<file path="config.mk">
export PLATFORM = sky130hd
export DESIGN_NAME = ptrr_read_resync
export DESIGN_NICKNAME = d
export VERILOG_FILES = /design/src/inc/ptrr_pkg.sv /design/src/hw/ptrr_tick_div.sv /design/src/hw/ptrr_read_resync.sv
export VERILOG_INCLUDE_DIRS = /design/src /design/src/inc
export SDC_FILE = /design/constraint.sdc
export NUM_CORES = 1
export LEC_CHECK = 0
export BUFFER_PORTS_ARGS = -buffer_cell sky130_fd_sc_hd__buf_4
export CAP_MARGIN = 0
export CORE_MARGIN = 4
export CORE_UTILIZATION = 30
export CTS_BUF_LIST = sky130_fd_sc_hd__clkbuf_16
export DETAILED_ROUTE_END_ITERATION = 8
export SETUP_SLACK_MARGIN = 0.1
export SLEW_MARGIN = 20
export SYNTH_ARGS = -nofsm -noshare
export SYNTH_HDL_FRONTEND = slang
export SYNTH_SLANG_ARGS = --single-unit
</file>
<file path="constraint.sdc">
create_clock -name clk -period 2.5 [get_ports clk]
set_input_delay 0.125 -clock clk [delete_from_list [all_inputs] [get_ports clk]]
set_output_delay 0.125 -clock clk [all_outputs]
set_load 0.02 [all_outputs]
</file>
<file path="src/inc/ptrr_consts.svh">
// Constants of the posted timer read resynchronizer
//---------------------------------------------------------------
// Overview of operation
// - Posted reads right after interface clock restart may be stale.
// - Non-posted timer reads return the live value at once.
// - Watchdog count reads share the posted stale-after-wakeup hazard.
// - Watchdog values are always read through the posted path.
// - Sync timer count and revision are always posted, same wakeup hazard.
//---------------------------------------------------------------
`ifndef PTRR_CONSTS_SVH
`define PTRR_CONSTS_SVH

//---------------------------------------------------------------
// Read selects
//---------------------------------------------------------------
`define PTRR_SEL_TIMER 3'h0
`define PTRR_SEL_CAP1 3'h1
`define PTRR_SEL_CAP2 3'h2
`define PTRR_SEL_WDOG 3'h3
`define PTRR_SEL_SYNC 3'h4
`define PTRR_SEL_REV 3'h5
`define PTRR_NUM_SRC 6

//---------------------------------------------------------------
// Clock rates and wakeup wait
//---------------------------------------------------------------
`define PTRR_IF_DIV 4
`define PTRR_FUNC_DIV 16
`define PTRR_WAIT_IF_CYC 2'h2
`define PTRR_WAIT_FUNC_CYC 1

//---------------------------------------------------------------
// Reset values
//---------------------------------------------------------------
`define PTRR_CNT_RST 'h0
`define PTRR_REVISION_DEF 32'h0000_00a5

`endif

</file>
<file path="src/inc/ptrr_pkg.sv">
// Types of the posted timer read resynchronizer
package ptrr_pkg;

	typedef logic [2:0] ptrr_sel_t;

	typedef enum logic [1:0]
	{
		PTRR_STOPPED = 2'b00,
		PTRR_WAIT_FUNC = 2'b01,
		PTRR_WAIT_IF = 2'b11,
		PTRR_READY = 2'b10
	} ptrr_wake_t;

endpackage

</file>
<file path="src/hw/ptrr_tick_div.sv">
// Enable pulse divider
`timescale 1ns/100ps
module ptrr_tick_div
#(
	parameter int DIV = 4
)
(
	input wire logic clk,
	input wire logic reset,
	input wire logic enable,
	output logic tick
);
	import ptrr_pkg::*;

	localparam int CW = $clog2(DIV) + 1;

	typedef struct packed
	{
		logic [CW-1:0] cnt;
		logic tick;
	} ptrr_div_st_t;

	ptrr_div_st_t s_r;
	ptrr_div_st_t s_nxt;

	always_comb
	begin
		s_nxt = s_r;
		s_nxt.tick = 1'b0;
		if (enable)
		begin
			if (s_r.cnt == CW'(DIV - 1))
			begin
				s_nxt.cnt = '0;
				s_nxt.tick = 1'b1;
			end
			else
				s_nxt.cnt = s_r.cnt + CW'(1);
		end
	end

	always_ff @(posedge clk)
	begin
		if (reset)
			s_r <= '0;
		else
			s_r <= s_nxt;
	end

	assign tick = s_r.tick;

endmodule // ptrr_tick_div

</file>
<file path="src/hw/ptrr_read_resync.sv">
// Timer value read path with posted resynchronization
`timescale 1ns/100ps
`include "ptrr_consts.svh"
module ptrr_read_resync
#(
	parameter int W = 32,
	parameter logic [31:0] REVISION = `PTRR_REVISION_DEF, // Arbitrary value
	parameter int IF_DIV = `PTRR_IF_DIV,
	parameter int FUNC_DIV = `PTRR_FUNC_DIV
)
(
	input wire logic clk,
	input wire logic reset,
	input wire logic ifClkRun,
	input wire logic postedMode,
	input wire logic timerEnable,
	input wire logic captureFirstEvt,
	input wire logic captureSecondEvt,
	input wire logic readReq,
	input wire ptrr_pkg::ptrr_sel_t readSel,
	output logic [W-1:0] readData,
	output logic readAck,
	output logic readFresh,
	output logic waitDone
);
	import ptrr_pkg::*;

	localparam int NS = `PTRR_NUM_SRC;

	typedef struct packed
	{
		logic [W-1:0] timerCnt;
		logic [W-1:0] capFirst;
		logic [W-1:0] capSecond;
		logic [W-1:0] wdogCnt;
		logic [W-1:0] syncCnt;
		logic [NS-1:0][W-1:0] funcStage;
		logic [NS-1:0][W-1:0] ifStage;
		logic [NS-1:0][W-1:0] shadow;
		ptrr_wake_t wake;
		logic [1:0] ifCnt;
		logic [1:0] ifSeen;
		logic funcSeen;
		logic [W-1:0] readData;
		logic readAck;
		logic readFresh;
		logic waitDone;
	} ptrr_st_t;

	ptrr_st_t s_r;
	ptrr_st_t s_nxt;
	logic funcTick;
	logic ifTick;
	logic [NS-1:0][W-1:0] live;
	logic [W-1:0] liveMux;
	logic [W-1:0] shadowMux;
	logic usePosted;
	logic readTake;

	//---------------------------------------------------------------
	// Clock rate enables
	//---------------------------------------------------------------
	ptrr_tick_div #(.DIV(FUNC_DIV)) uFuncDiv
	(
		.clk(clk),
		.reset(reset),
		.enable(1'b1),
		.tick(funcTick)
	);

	ptrr_tick_div #(.DIV(IF_DIV)) uIfDiv
	(
		.clk(clk),
		.reset(reset),
		.enable(ifClkRun),
		.tick(ifTick)
	);

	function automatic logic sel_posted(input ptrr_sel_t sel, input logic pm);
		sel_posted = pm || (sel >= `PTRR_SEL_WDOG);
	endfunction

	//---------------------------------------------------------------
	// Read multiplexers
	//---------------------------------------------------------------
	always_comb
	begin
		live[`PTRR_SEL_TIMER] = s_r.timerCnt;
		live[`PTRR_SEL_CAP1] = s_r.capFirst;
		live[`PTRR_SEL_CAP2] = s_r.capSecond;
		live[`PTRR_SEL_WDOG] = s_r.wdogCnt;
		live[`PTRR_SEL_SYNC] = s_r.syncCnt;
		live[`PTRR_SEL_REV] = W'(REVISION);
		liveMux = '0;
		shadowMux = '0;
		if (readSel < 3'(NS))
		begin
			liveMux = live[readSel];
			shadowMux = s_r.shadow[readSel];
		end
		usePosted = sel_posted(readSel, postedMode);
		readTake = readReq && ifClkRun;
	end

	//---------------------------------------------------------------
	// Next state
	//---------------------------------------------------------------
	always_comb
	begin
		s_nxt = s_r;
		s_nxt.readAck = 1'b0;
		if (captureFirstEvt)
			s_nxt.capFirst = s_r.timerCnt;
		if (captureSecondEvt)
			s_nxt.capSecond = s_r.timerCnt;
		if (funcTick)
		begin
			if (timerEnable)
				s_nxt.timerCnt = s_r.timerCnt + W'(1);
			s_nxt.wdogCnt = s_r.wdogCnt + W'(1);
			s_nxt.syncCnt = s_r.syncCnt + W'(1);
			s_nxt.funcStage = live;
			s_nxt.funcSeen = 1'b1;
		end
		// Two interface stages, frozen while that clock is stopped
		if (ifTick)
		begin
			s_nxt.ifStage = s_r.funcStage;
			s_nxt.shadow = s_r.ifStage;
			if (s_r.ifSeen != 2'h3)
				s_nxt.ifSeen = s_r.ifSeen + 2'h1;
		end
		case (s_r.wake)
			PTRR_STOPPED:
			begin
				s_nxt.funcSeen = 1'b0;
				s_nxt.ifSeen = 2'h0;
				if (ifClkRun)
					s_nxt.wake = PTRR_WAIT_FUNC;
			end
			PTRR_WAIT_FUNC:
			begin
				s_nxt.ifCnt = 2'h0;
				if (funcTick)
					s_nxt.wake = PTRR_WAIT_IF;
			end
			PTRR_WAIT_IF:
			begin
				if (ifTick)
					s_nxt.ifCnt = s_r.ifCnt + 2'h1;
				if (ifTick && s_r.ifCnt + 2'h1 == `PTRR_WAIT_IF_CYC)
					s_nxt.wake = PTRR_READY;
			end
			PTRR_READY:
				s_nxt.wake = PTRR_READY;
			default:
				s_nxt.wake = PTRR_STOPPED;
		endcase
		if (!ifClkRun)
			s_nxt.wake = PTRR_STOPPED;
		s_nxt.waitDone = (s_nxt.wake == PTRR_READY);
		if (readTake)
		begin
			s_nxt.readAck = 1'b1;
			if (usePosted)
			begin
				s_nxt.readData = shadowMux;
				s_nxt.readFresh = (s_r.wake == PTRR_READY);
			end
			else
			begin
				s_nxt.readData = liveMux;
				s_nxt.readFresh = 1'b1;
			end
		end
	end

	always_ff @(posedge clk)
	begin
		if (reset)
		begin
			s_r <= '0;
			s_r.wake <= PTRR_STOPPED;
		end
		else
			s_r <= s_nxt;
	end

	assign readData = s_r.readData;
	assign readAck = s_r.readAck;
	assign readFresh = s_r.readFresh;
	assign waitDone = s_r.waitDone;
endmodule // ptrr_read_resync

</file>
==> results of run 1 <==
-- power by group --
group	total, mW	switching (mW)	internal [mW]
Clock	10.3	4.54	5.74
Combinational	0.627	0.454	0.172
Sequential	11.1	0.0184	11.0
Total	22.0	5.02	17.0
-- worst paths after layout --
kind,slack (ns),depth (start not counted),start,to
worst max-delay path,0.22,4,live[7]$_SDFFE_PP0P_,live[26]$_SDFFE_PP0P_
worst min-delay path,0.04,4,readSel[1],readData[2]$_SDFFE_PP0P_
worst max register to register,0.22,4,live[7]$_SDFFE_PP0P_,live[26]$_SDFFE_PP0P_
worst min register to register,0.44,2,uIfDiv.s_r[3]$_SDFFE_PP0P_,uIfDiv.s_r[3]$_SDFFE_PP0P_
-- worst reg2reg max path, stage by stage, from the launching register on --
cell and delay (ns):
dfxtp_1 0.46, and4_1 0.37, nand4_1 0.52, nor4_1 0.46
mux2_2 0.37
-- synth_stat cells, types with 4 or more instances --
| cell | number | area share, % |
|---|---|---|
| nor3_1 | 14 | 0.25 |
| mux2i_1 | 561 | 20 |
| or4_1 | 35 | 0.95 |
| nand3_1 | 37 | 0.67 |
| or3_1 | 13 | 0.29 |
| inv_1 | 20 | 0.27 |
| nor4_1 | 7 | 0.16 |
| a21oi_1 | 54 | 0.98 |
| o21ai_0 | 46 | 0.83 |
| o31ai_1 | 35 | 0.95 |
| dfxtp_1 | 692 | 50 |
| buf_2 | 6 | 0.11 |
| a31oi_1 | 4 | 0.090 |
| a311oi_1 | 4 | 0.13 |
| mux4_2 | 28 | 2.3 |
| nor2b_1 | 19 | 0.43 |
| nand4_1 | 30 | 0.68 |
| xnor2_1 | 14 | 0.44 |
| and3_1 | 37 | 0.84 |
| ha_1 | 7 | 0.32 |
| and2_1 | 8 | 0.18 |
| xor2_1 | 22 | 0.70 |
| a22oi_1 | 32 | 0.87 |
| clkbuf_1 | 149 | 2.0 |
| buf_4 | 32 | 0.87 |
| mux2_2 | 39 | 1.6 |
| nand2_1 | 128 | 1.7 |
| nor2_1 | 614 | 8.3 |
| buf_1 | 53 | 0.72 |
| and4_1 | 17 | 0.54 |
| o221ai_1 | 28 | 0.89 |
-- cell type report --
cell class	instances	share of cell area (%)
clock buffer	74	5.89
tap	1186	4.72
timing repair buffer	114	3.29
multi-input combinational	1847	40.5
inverter	20	0.239
sequential	692	44.1
clock inverter	56	1.31
antenna	1	0.00796
-- timing repair --
action | in CTS | in global routing
setup endpoints to repair | 0 | 0
hold endpoints to repair | 49 | 0
hold buffers | 3 | 0
setup buffers | 0 | 0
-- flip-flops by register name, indices dropped and copies added (netlist names) --
| name | flops |
|---|---|
| s_r | 487 |
| waitDone | 1 |
| uFuncDiv.tick | 1 |
| uFuncDiv.s_r | 5 |
| uIfDiv.s_r | 3 |
| uIfDiv.tick | 1 |
| live | 160 |
| readAck | 1 |
| readData | 32 |
| readFresh | 1 |
-- kinds of logic after synthesis --
group,share of synthesized area [%]
AOI/OAI and AO/OA,4.87
muxes,24.2
adders and majority gates,0.316
buffers and inverters,4.09
xor gates and xnor gates,1.14
and+or+nand+nor,15.4
DFF,50.1
-- routing by layer --
metal	routed length [um]	GRT usage, %	vias up
li1	-	-	9574
met1	33400	19.7	9194
met2	28600	19.9	339
met3	2840	2.27	77
met4	1120	2.92	4
met5	27	0	-
-- stage by stage --
| stage | power (mW) | instances | instance area (um^2) |
|---|---|---|---|
| floorplan | 11.7 | 2802 | 27700 |
| global placement | 11.9 | 3856 | 29100 |
| detailed placement | 11.9 | 3856 | 29100 |
| CTS | 22.2 | 3989 | 31400 |
| global route | 22.7 | 3989 | 31400 |
| finish | 22.0 | 3990 | 31400 |
==> results.md, run 1 <==
- Vias: 19,200
- CP startpoint kind: flip-flop
- Async S/R FF share, synth: 0%
- I/O Buffers: 45
- Root Driver: clkbuf_16
- Yosys cell types: 43
- Post-DR vias/cell: approximately 4.8
- 1st-iter DRT viols: 1,560
- Reg clk slew, reported paths: 0.06 ns
- Register area: 13,900 um^2
- Row cnt: between 100 and 150
- Synth Instances: 2,802
- Final Max Slew Viols: 0
- Util after Layout: between 30% and 40%
- CP Capture Type: flip-flop
- Final WL: 66,000 um
- Final hold slack: 0.0396 ns
- Num CTS Buffers: between 70 and 80
- First-pass GRT wire length: 104,000 um
- DR WL/cell: 16.5 um
- LEAKAGE: 10.6 nW
- Remaining DRCs: 0
- Core Region: just over 90,000 um^2
- Register area share after synthesis: 50.1%
- Min cycle time layout: approximately 2.3 ns
- Post-cts sizing count: 0
- Max incr delay on CP: 0.52 ns
- Fmax achieved: between 0.4 and 0.5 GHz
- Status: finished clean
- Max Cap Viol: 0
- WS Path Type: reg -> reg
- Final Net Count: 2,766
- Die area: 97,200 um^2
- Worst Path Arrival: about 2.8 ns
- VDD IR-drop max: 440 uV
- Detail Route Antenna Nets: 0
- Dpl hpwl: 41,800 um
- Hold WC Path Type: in -> reg
- Setup slack at placement: 0.312 ns
- Vias in the first global route: 17,900
- RSZ-0062 raised after global routing: false
- CP required: 3.01 ns
- Mapped Area: between 20,000 and 30,000 um^2
- Synth warn: 0
- H-tree levels: 3
- Top Ports: 46
- Max clock buf depth: 3
- Post-route setup slack: 0.221 ns
- Fin Clk Skew: 0.0264 ns
- Final TNS setup: 0 ns
- GRT Util Overall: between 10% and 20%
- Die Y-Extent: 312 um
- Drt pass-1 iters: 5
- CP Cell Sequence: and4_1 -> nand4_1 -> nor4_1 -> mux2_2
- Die width: 312 um
- Slew HR: between 40% and 50%
- P&R area growth vs syn: 13.6%
- Net Count, Synth: 2,820
- Post-synth EDFFs: 0
- Worst path bufs/invs: 0
- GRT overflow: 0
- Most frequent cells in the layout: dfxtp_1, nor2_1, mux2i_1
- Commonest non-fill, non-tap cell in the layout: dfxtp_1
- Initial Util: a little under a third
- Footprint of the multi-input gates: ~13,000 um^2
- Flops & latches, synth: 692
- CTS tree: built
- # fillers: ~9,200
- Crit-path leading delay family: simple AND/OR/NAND/NOR gates
- Final Cycle Share: 91.2%
- Main synth FF type: dfxtp_1
- Average cell area after synthesis: 9.88 um^2
- Layout cell share with drive strength beyond 1: around 10%
- Initial antenna violation count: 2
- Final RePlAce weighted congestion: slightly below 0.8
- Pwr/cell area: 699 nW/um^2
- Clock Latency Late Sink: 0.63 ns
- CP Max Fanout: 11
- Pin count of the biggest net entering global routing: between 100 and 150
- Final hold viol count: 0
- Critical-path top delay cell: nand4_1
- Clock sink count: 692
- Slew @ Worst Pin: 0.842 ns
- Final setup viols: 0
Note: power is estimated with default switching activity, not from simulation.
==> run 2, diff against run 1 <==
--- a/config.mk
+++ b/config.mk
@@ -6,6 +6,7 @@
 export SDC_FILE = /design/constraint.sdc
 export NUM_CORES = 1
 export LEC_CHECK = 0
+export ABC_AREA = 1
 export BUFFER_PORTS_ARGS = -buffer_cell sky130_fd_sc_hd__buf_4
 export CAP_MARGIN = 0
 export CORE_MARGIN = 4
==> results.md, run 2 <==
- Die width: between 300 and 400 um
- Root Driver: clkbuf_16
- Synth area leader: dfxtp_1
- Slew @ Worst Pin: 0.957 ns
- Diode count: 0
- Pwr/cell area: around 730 nW/um^2
- Average cell area after synthesis: between 7 and 8 um^2
- GRT Util Overall: 15.7%
- RSZ-0062 raised after global routing: false
- Synth top area share: 49.6%
- CP startpoint kind: flip-flop
- Num CTS Buffers: 72
- Top Ports: 46
- Async S/R FF share, synth: 0%
- Commonest non-fill, non-tap cell in the layout: nor2_1
- GRT overflow: 0
- Clock sink count: 692
- Flops & latches, synth: 692
- Most frequent cells in the layout: nor2_1, dfxtp_1, o21ai_0
- CTS tree: built
- Critical R2R Launch: live[97]$_SDFFE_PP0P_
- Main synth FF type: dfxtp_1
- Biggest register: s_r
- Drt pass-1 iters: 5
- Synth cell count leaders: nor2_1, dfxtp_1, o21ai_0, nand2_1, a21oi_1
- Die area: 98,000 um^2
- Clock Latency Late Sink: 0.62 ns
- Fmax achieved: between 0.5 and 0.6 GHz
- Postcts setup bufs: 0
- Max incr delay on CP: about 0.45 ns
- Post-synth EDFFs: 0
- Yosys cell types: 39
- Clock network power share: 46.2%
- WS Path Type: reg -> reg
- 1st-iter DRT viols: 2,341
- Detail Route Antenna Nets: 0
- Final Cycle Share: 72.5%
- R2R depth: 8
- Core Region: 91,900 um^2
- Final TNS setup: 0 ns
- Synth warn: 0
- Final Power: between 20 and 25 mW
- Hold WC Path Type: in -> reg
- Status: finished clean
- Footprint of the multi-input gates: 11,900 um^2
- WHS Path Cells: 5
- Internal Pwr Total: 17.8 mW
- First-pass GRT wire length: 125,000 um
- P_sw: about 5.3 mW
- CP most frequent cell: nor2_1
- Top area cells in the synthesized netlist: dfxtp_1, nor2_1, o21ai_0
- Remaining DRCs: 0
- Placed insts: 4,892
- Row cnt: 111
- VDD IR-drop max: 440 uV
- Mapped Area: approximately 28,000 um^2
- Final setup viols: 0
- Layout cell share with drive strength beyond 1: 5.82%
- Register area share after synthesis: roughly 50%
- Top-count cell post-synth: nor2_1
- Critical-path top delay cell: dfxtp_1
- Pin count of the biggest net entering global routing: 134
- Switching part of the total power: 22.9%
- Initial Util: a little under a third
- Vias in the first global route: around 22,000
- Max Cap Viol: 0
- Reg clk slew, reported paths: 0.06 ns
- Final WL: 79,000 um
- CP required: roughly 3 ns
- P&R area growth vs syn: 13.0%
- Final Net Count: 3,748
- Combinational share of power: 4.7%
- Vias: 24,400
- Dpl hpwl: roughly 50,000 um
- Worst Path Arrival: ~2.3 ns
- Net Count, Synth: 3,864
- Post-DR vias/cell: 4.86
- DR WL/cell: approximately 16 um
- Final hold viol count: 0
- Hold Crit Start: readSel[1]
- I/O Buffers: 45
- Max reg flops: 487
- Final non-filler cell total: 5,024
- Initial antenna violation count: 0
- LEAKAGE: 13.1 nW
- CP Max Fanout: 6
- Synth Instances: 3,846
- Hold worst-path end: readData[5]$_SDFFE_PP0P_
- Slew HR: a little over a third
- RR Endpoint: live[124]$_SDFFE_PP0P_
- Final RePlAce weighted congestion: about 0.86
- Min cycle time layout: between 1.5 and 2 ns
- CP Capture Type: flip-flop
- Register area: 13,900 um^2
- # fillers: 9,783
- Die Y-Extent: 313 um
- Fin Clk Skew: 0.0307 ns
- Final Max Slew Viols: 0
- Max clock buf depth: 3
- R2R Setup Slk: 0.69 ns
- CP Cell Sequence: ha_1 -> nand2_1 -> nor2_1 -> nand4_1 -> nor2_1 -> nand3_1 -> nor2_1 -> nor2_1
- H-tree levels: 3
- Sequential group share of total power: 49.1%
==> run 2: power by group through the flow <==
stage | Sequential [mW] | Combinational (mW) | Clock, mW
4_1_cts | 11.3 | 1.08 | 10.8
5_1_grt | 11.3 | 1.20 | 11.3
2_1_floorplan | 11.5 | 0.754 | 0
3_5_place_dp | 11.6 | 1.06 | 0
3_3_place_gp | 11.6 | 1.05 | 0
6_report | 11.3 | 1.07 | 10.6
==> run 2: worst max path at each step <==
stage / from / to / slack [ns]
floorplan: live[1]$_SDFFE_PP0P_ / live[26]$_SDFFE_PP0P_ / 1.02
finish: live[97]$_SDFFE_PP0P_ / live[124]$_SDFFE_PP0P_ / 0.69
global route: live[1]$_SDFFE_PP0P_ / live[24]$_SDFFE_PP0P_ / 0.46
CTS: live[97]$_SDFFE_PP0P_ / live[124]$_SDFFE_PP0P_ / 0.72
global placement: readSel[0] / readData[1]$_SDFFE_PP0P_ / 0.70
detailed placement: readSel[0] / readData[1]$_SDFFE_PP0P_ / 0.69
==> run 2: worst max-delay path, delay by kind of cell, from the launching register on <==
family	cells	cell delay (ns)
AND/OR/NAND/NOR	7	1.00
flip-flops	1	0.45
adder cells (fa/ha/maj)	1	0.27
==> run 2: per-stage QoR <==
| step | hold WS (ns) | util [%] | area (um^2) | setup WS, ns |
|---|---|---|---|---|
| finish | 0.0522 | 34.3 | 31600 | 0.687 |
| global route | 0.0822 | 34.3 | 31600 | 0.465 |
| CTS | 0.0178 | 34.3 | 31600 | 0.720 |
| detailed placement | 0.368 | 31.7 | 29200 | 0.695 |
| global placement | 0.364 | 31.7 | 29200 | 0.704 |
| floorplan | 0.215 | - | 27900 | 1.02 |
==> run 2: repair_timing <==
item,CTS,global route
hold buffers,7,0
endpoints found under the hold margin,44,0
resized for setup,0,0
==> run 2: layout make-up <==
cell class	instances	share of cell area [%]
clock buffers	75	5.95
well taps	1243	4.93
repair buffers	109	3.45
clock inverters	50	1.36
inverters	215	2.61
multi-input cells	2640	37.8
flip-flops and latches	692	43.9
==> run 2: cells by family after synthesis <==
family	count (synthesis)	synth area share, %
flops	692	49.6
buf+inv	514	7.68
fa+ha+maj	7	0.314
simple gates	1578	22.6
compound gates	1046	19.5
xor+xnor	9	0.282
==> run 2: layer usage <==
metal / vias to the layer above / track usage [%] / wire (um)
met5: - / 0 / 0
met4: 0 / 4.39 / 2020
met3: 113 / 2.52 / 4780
met2: 622 / 24.3 / 34300
met1: 11300 / 22.5 / 37900
li1: 12400 / - / -
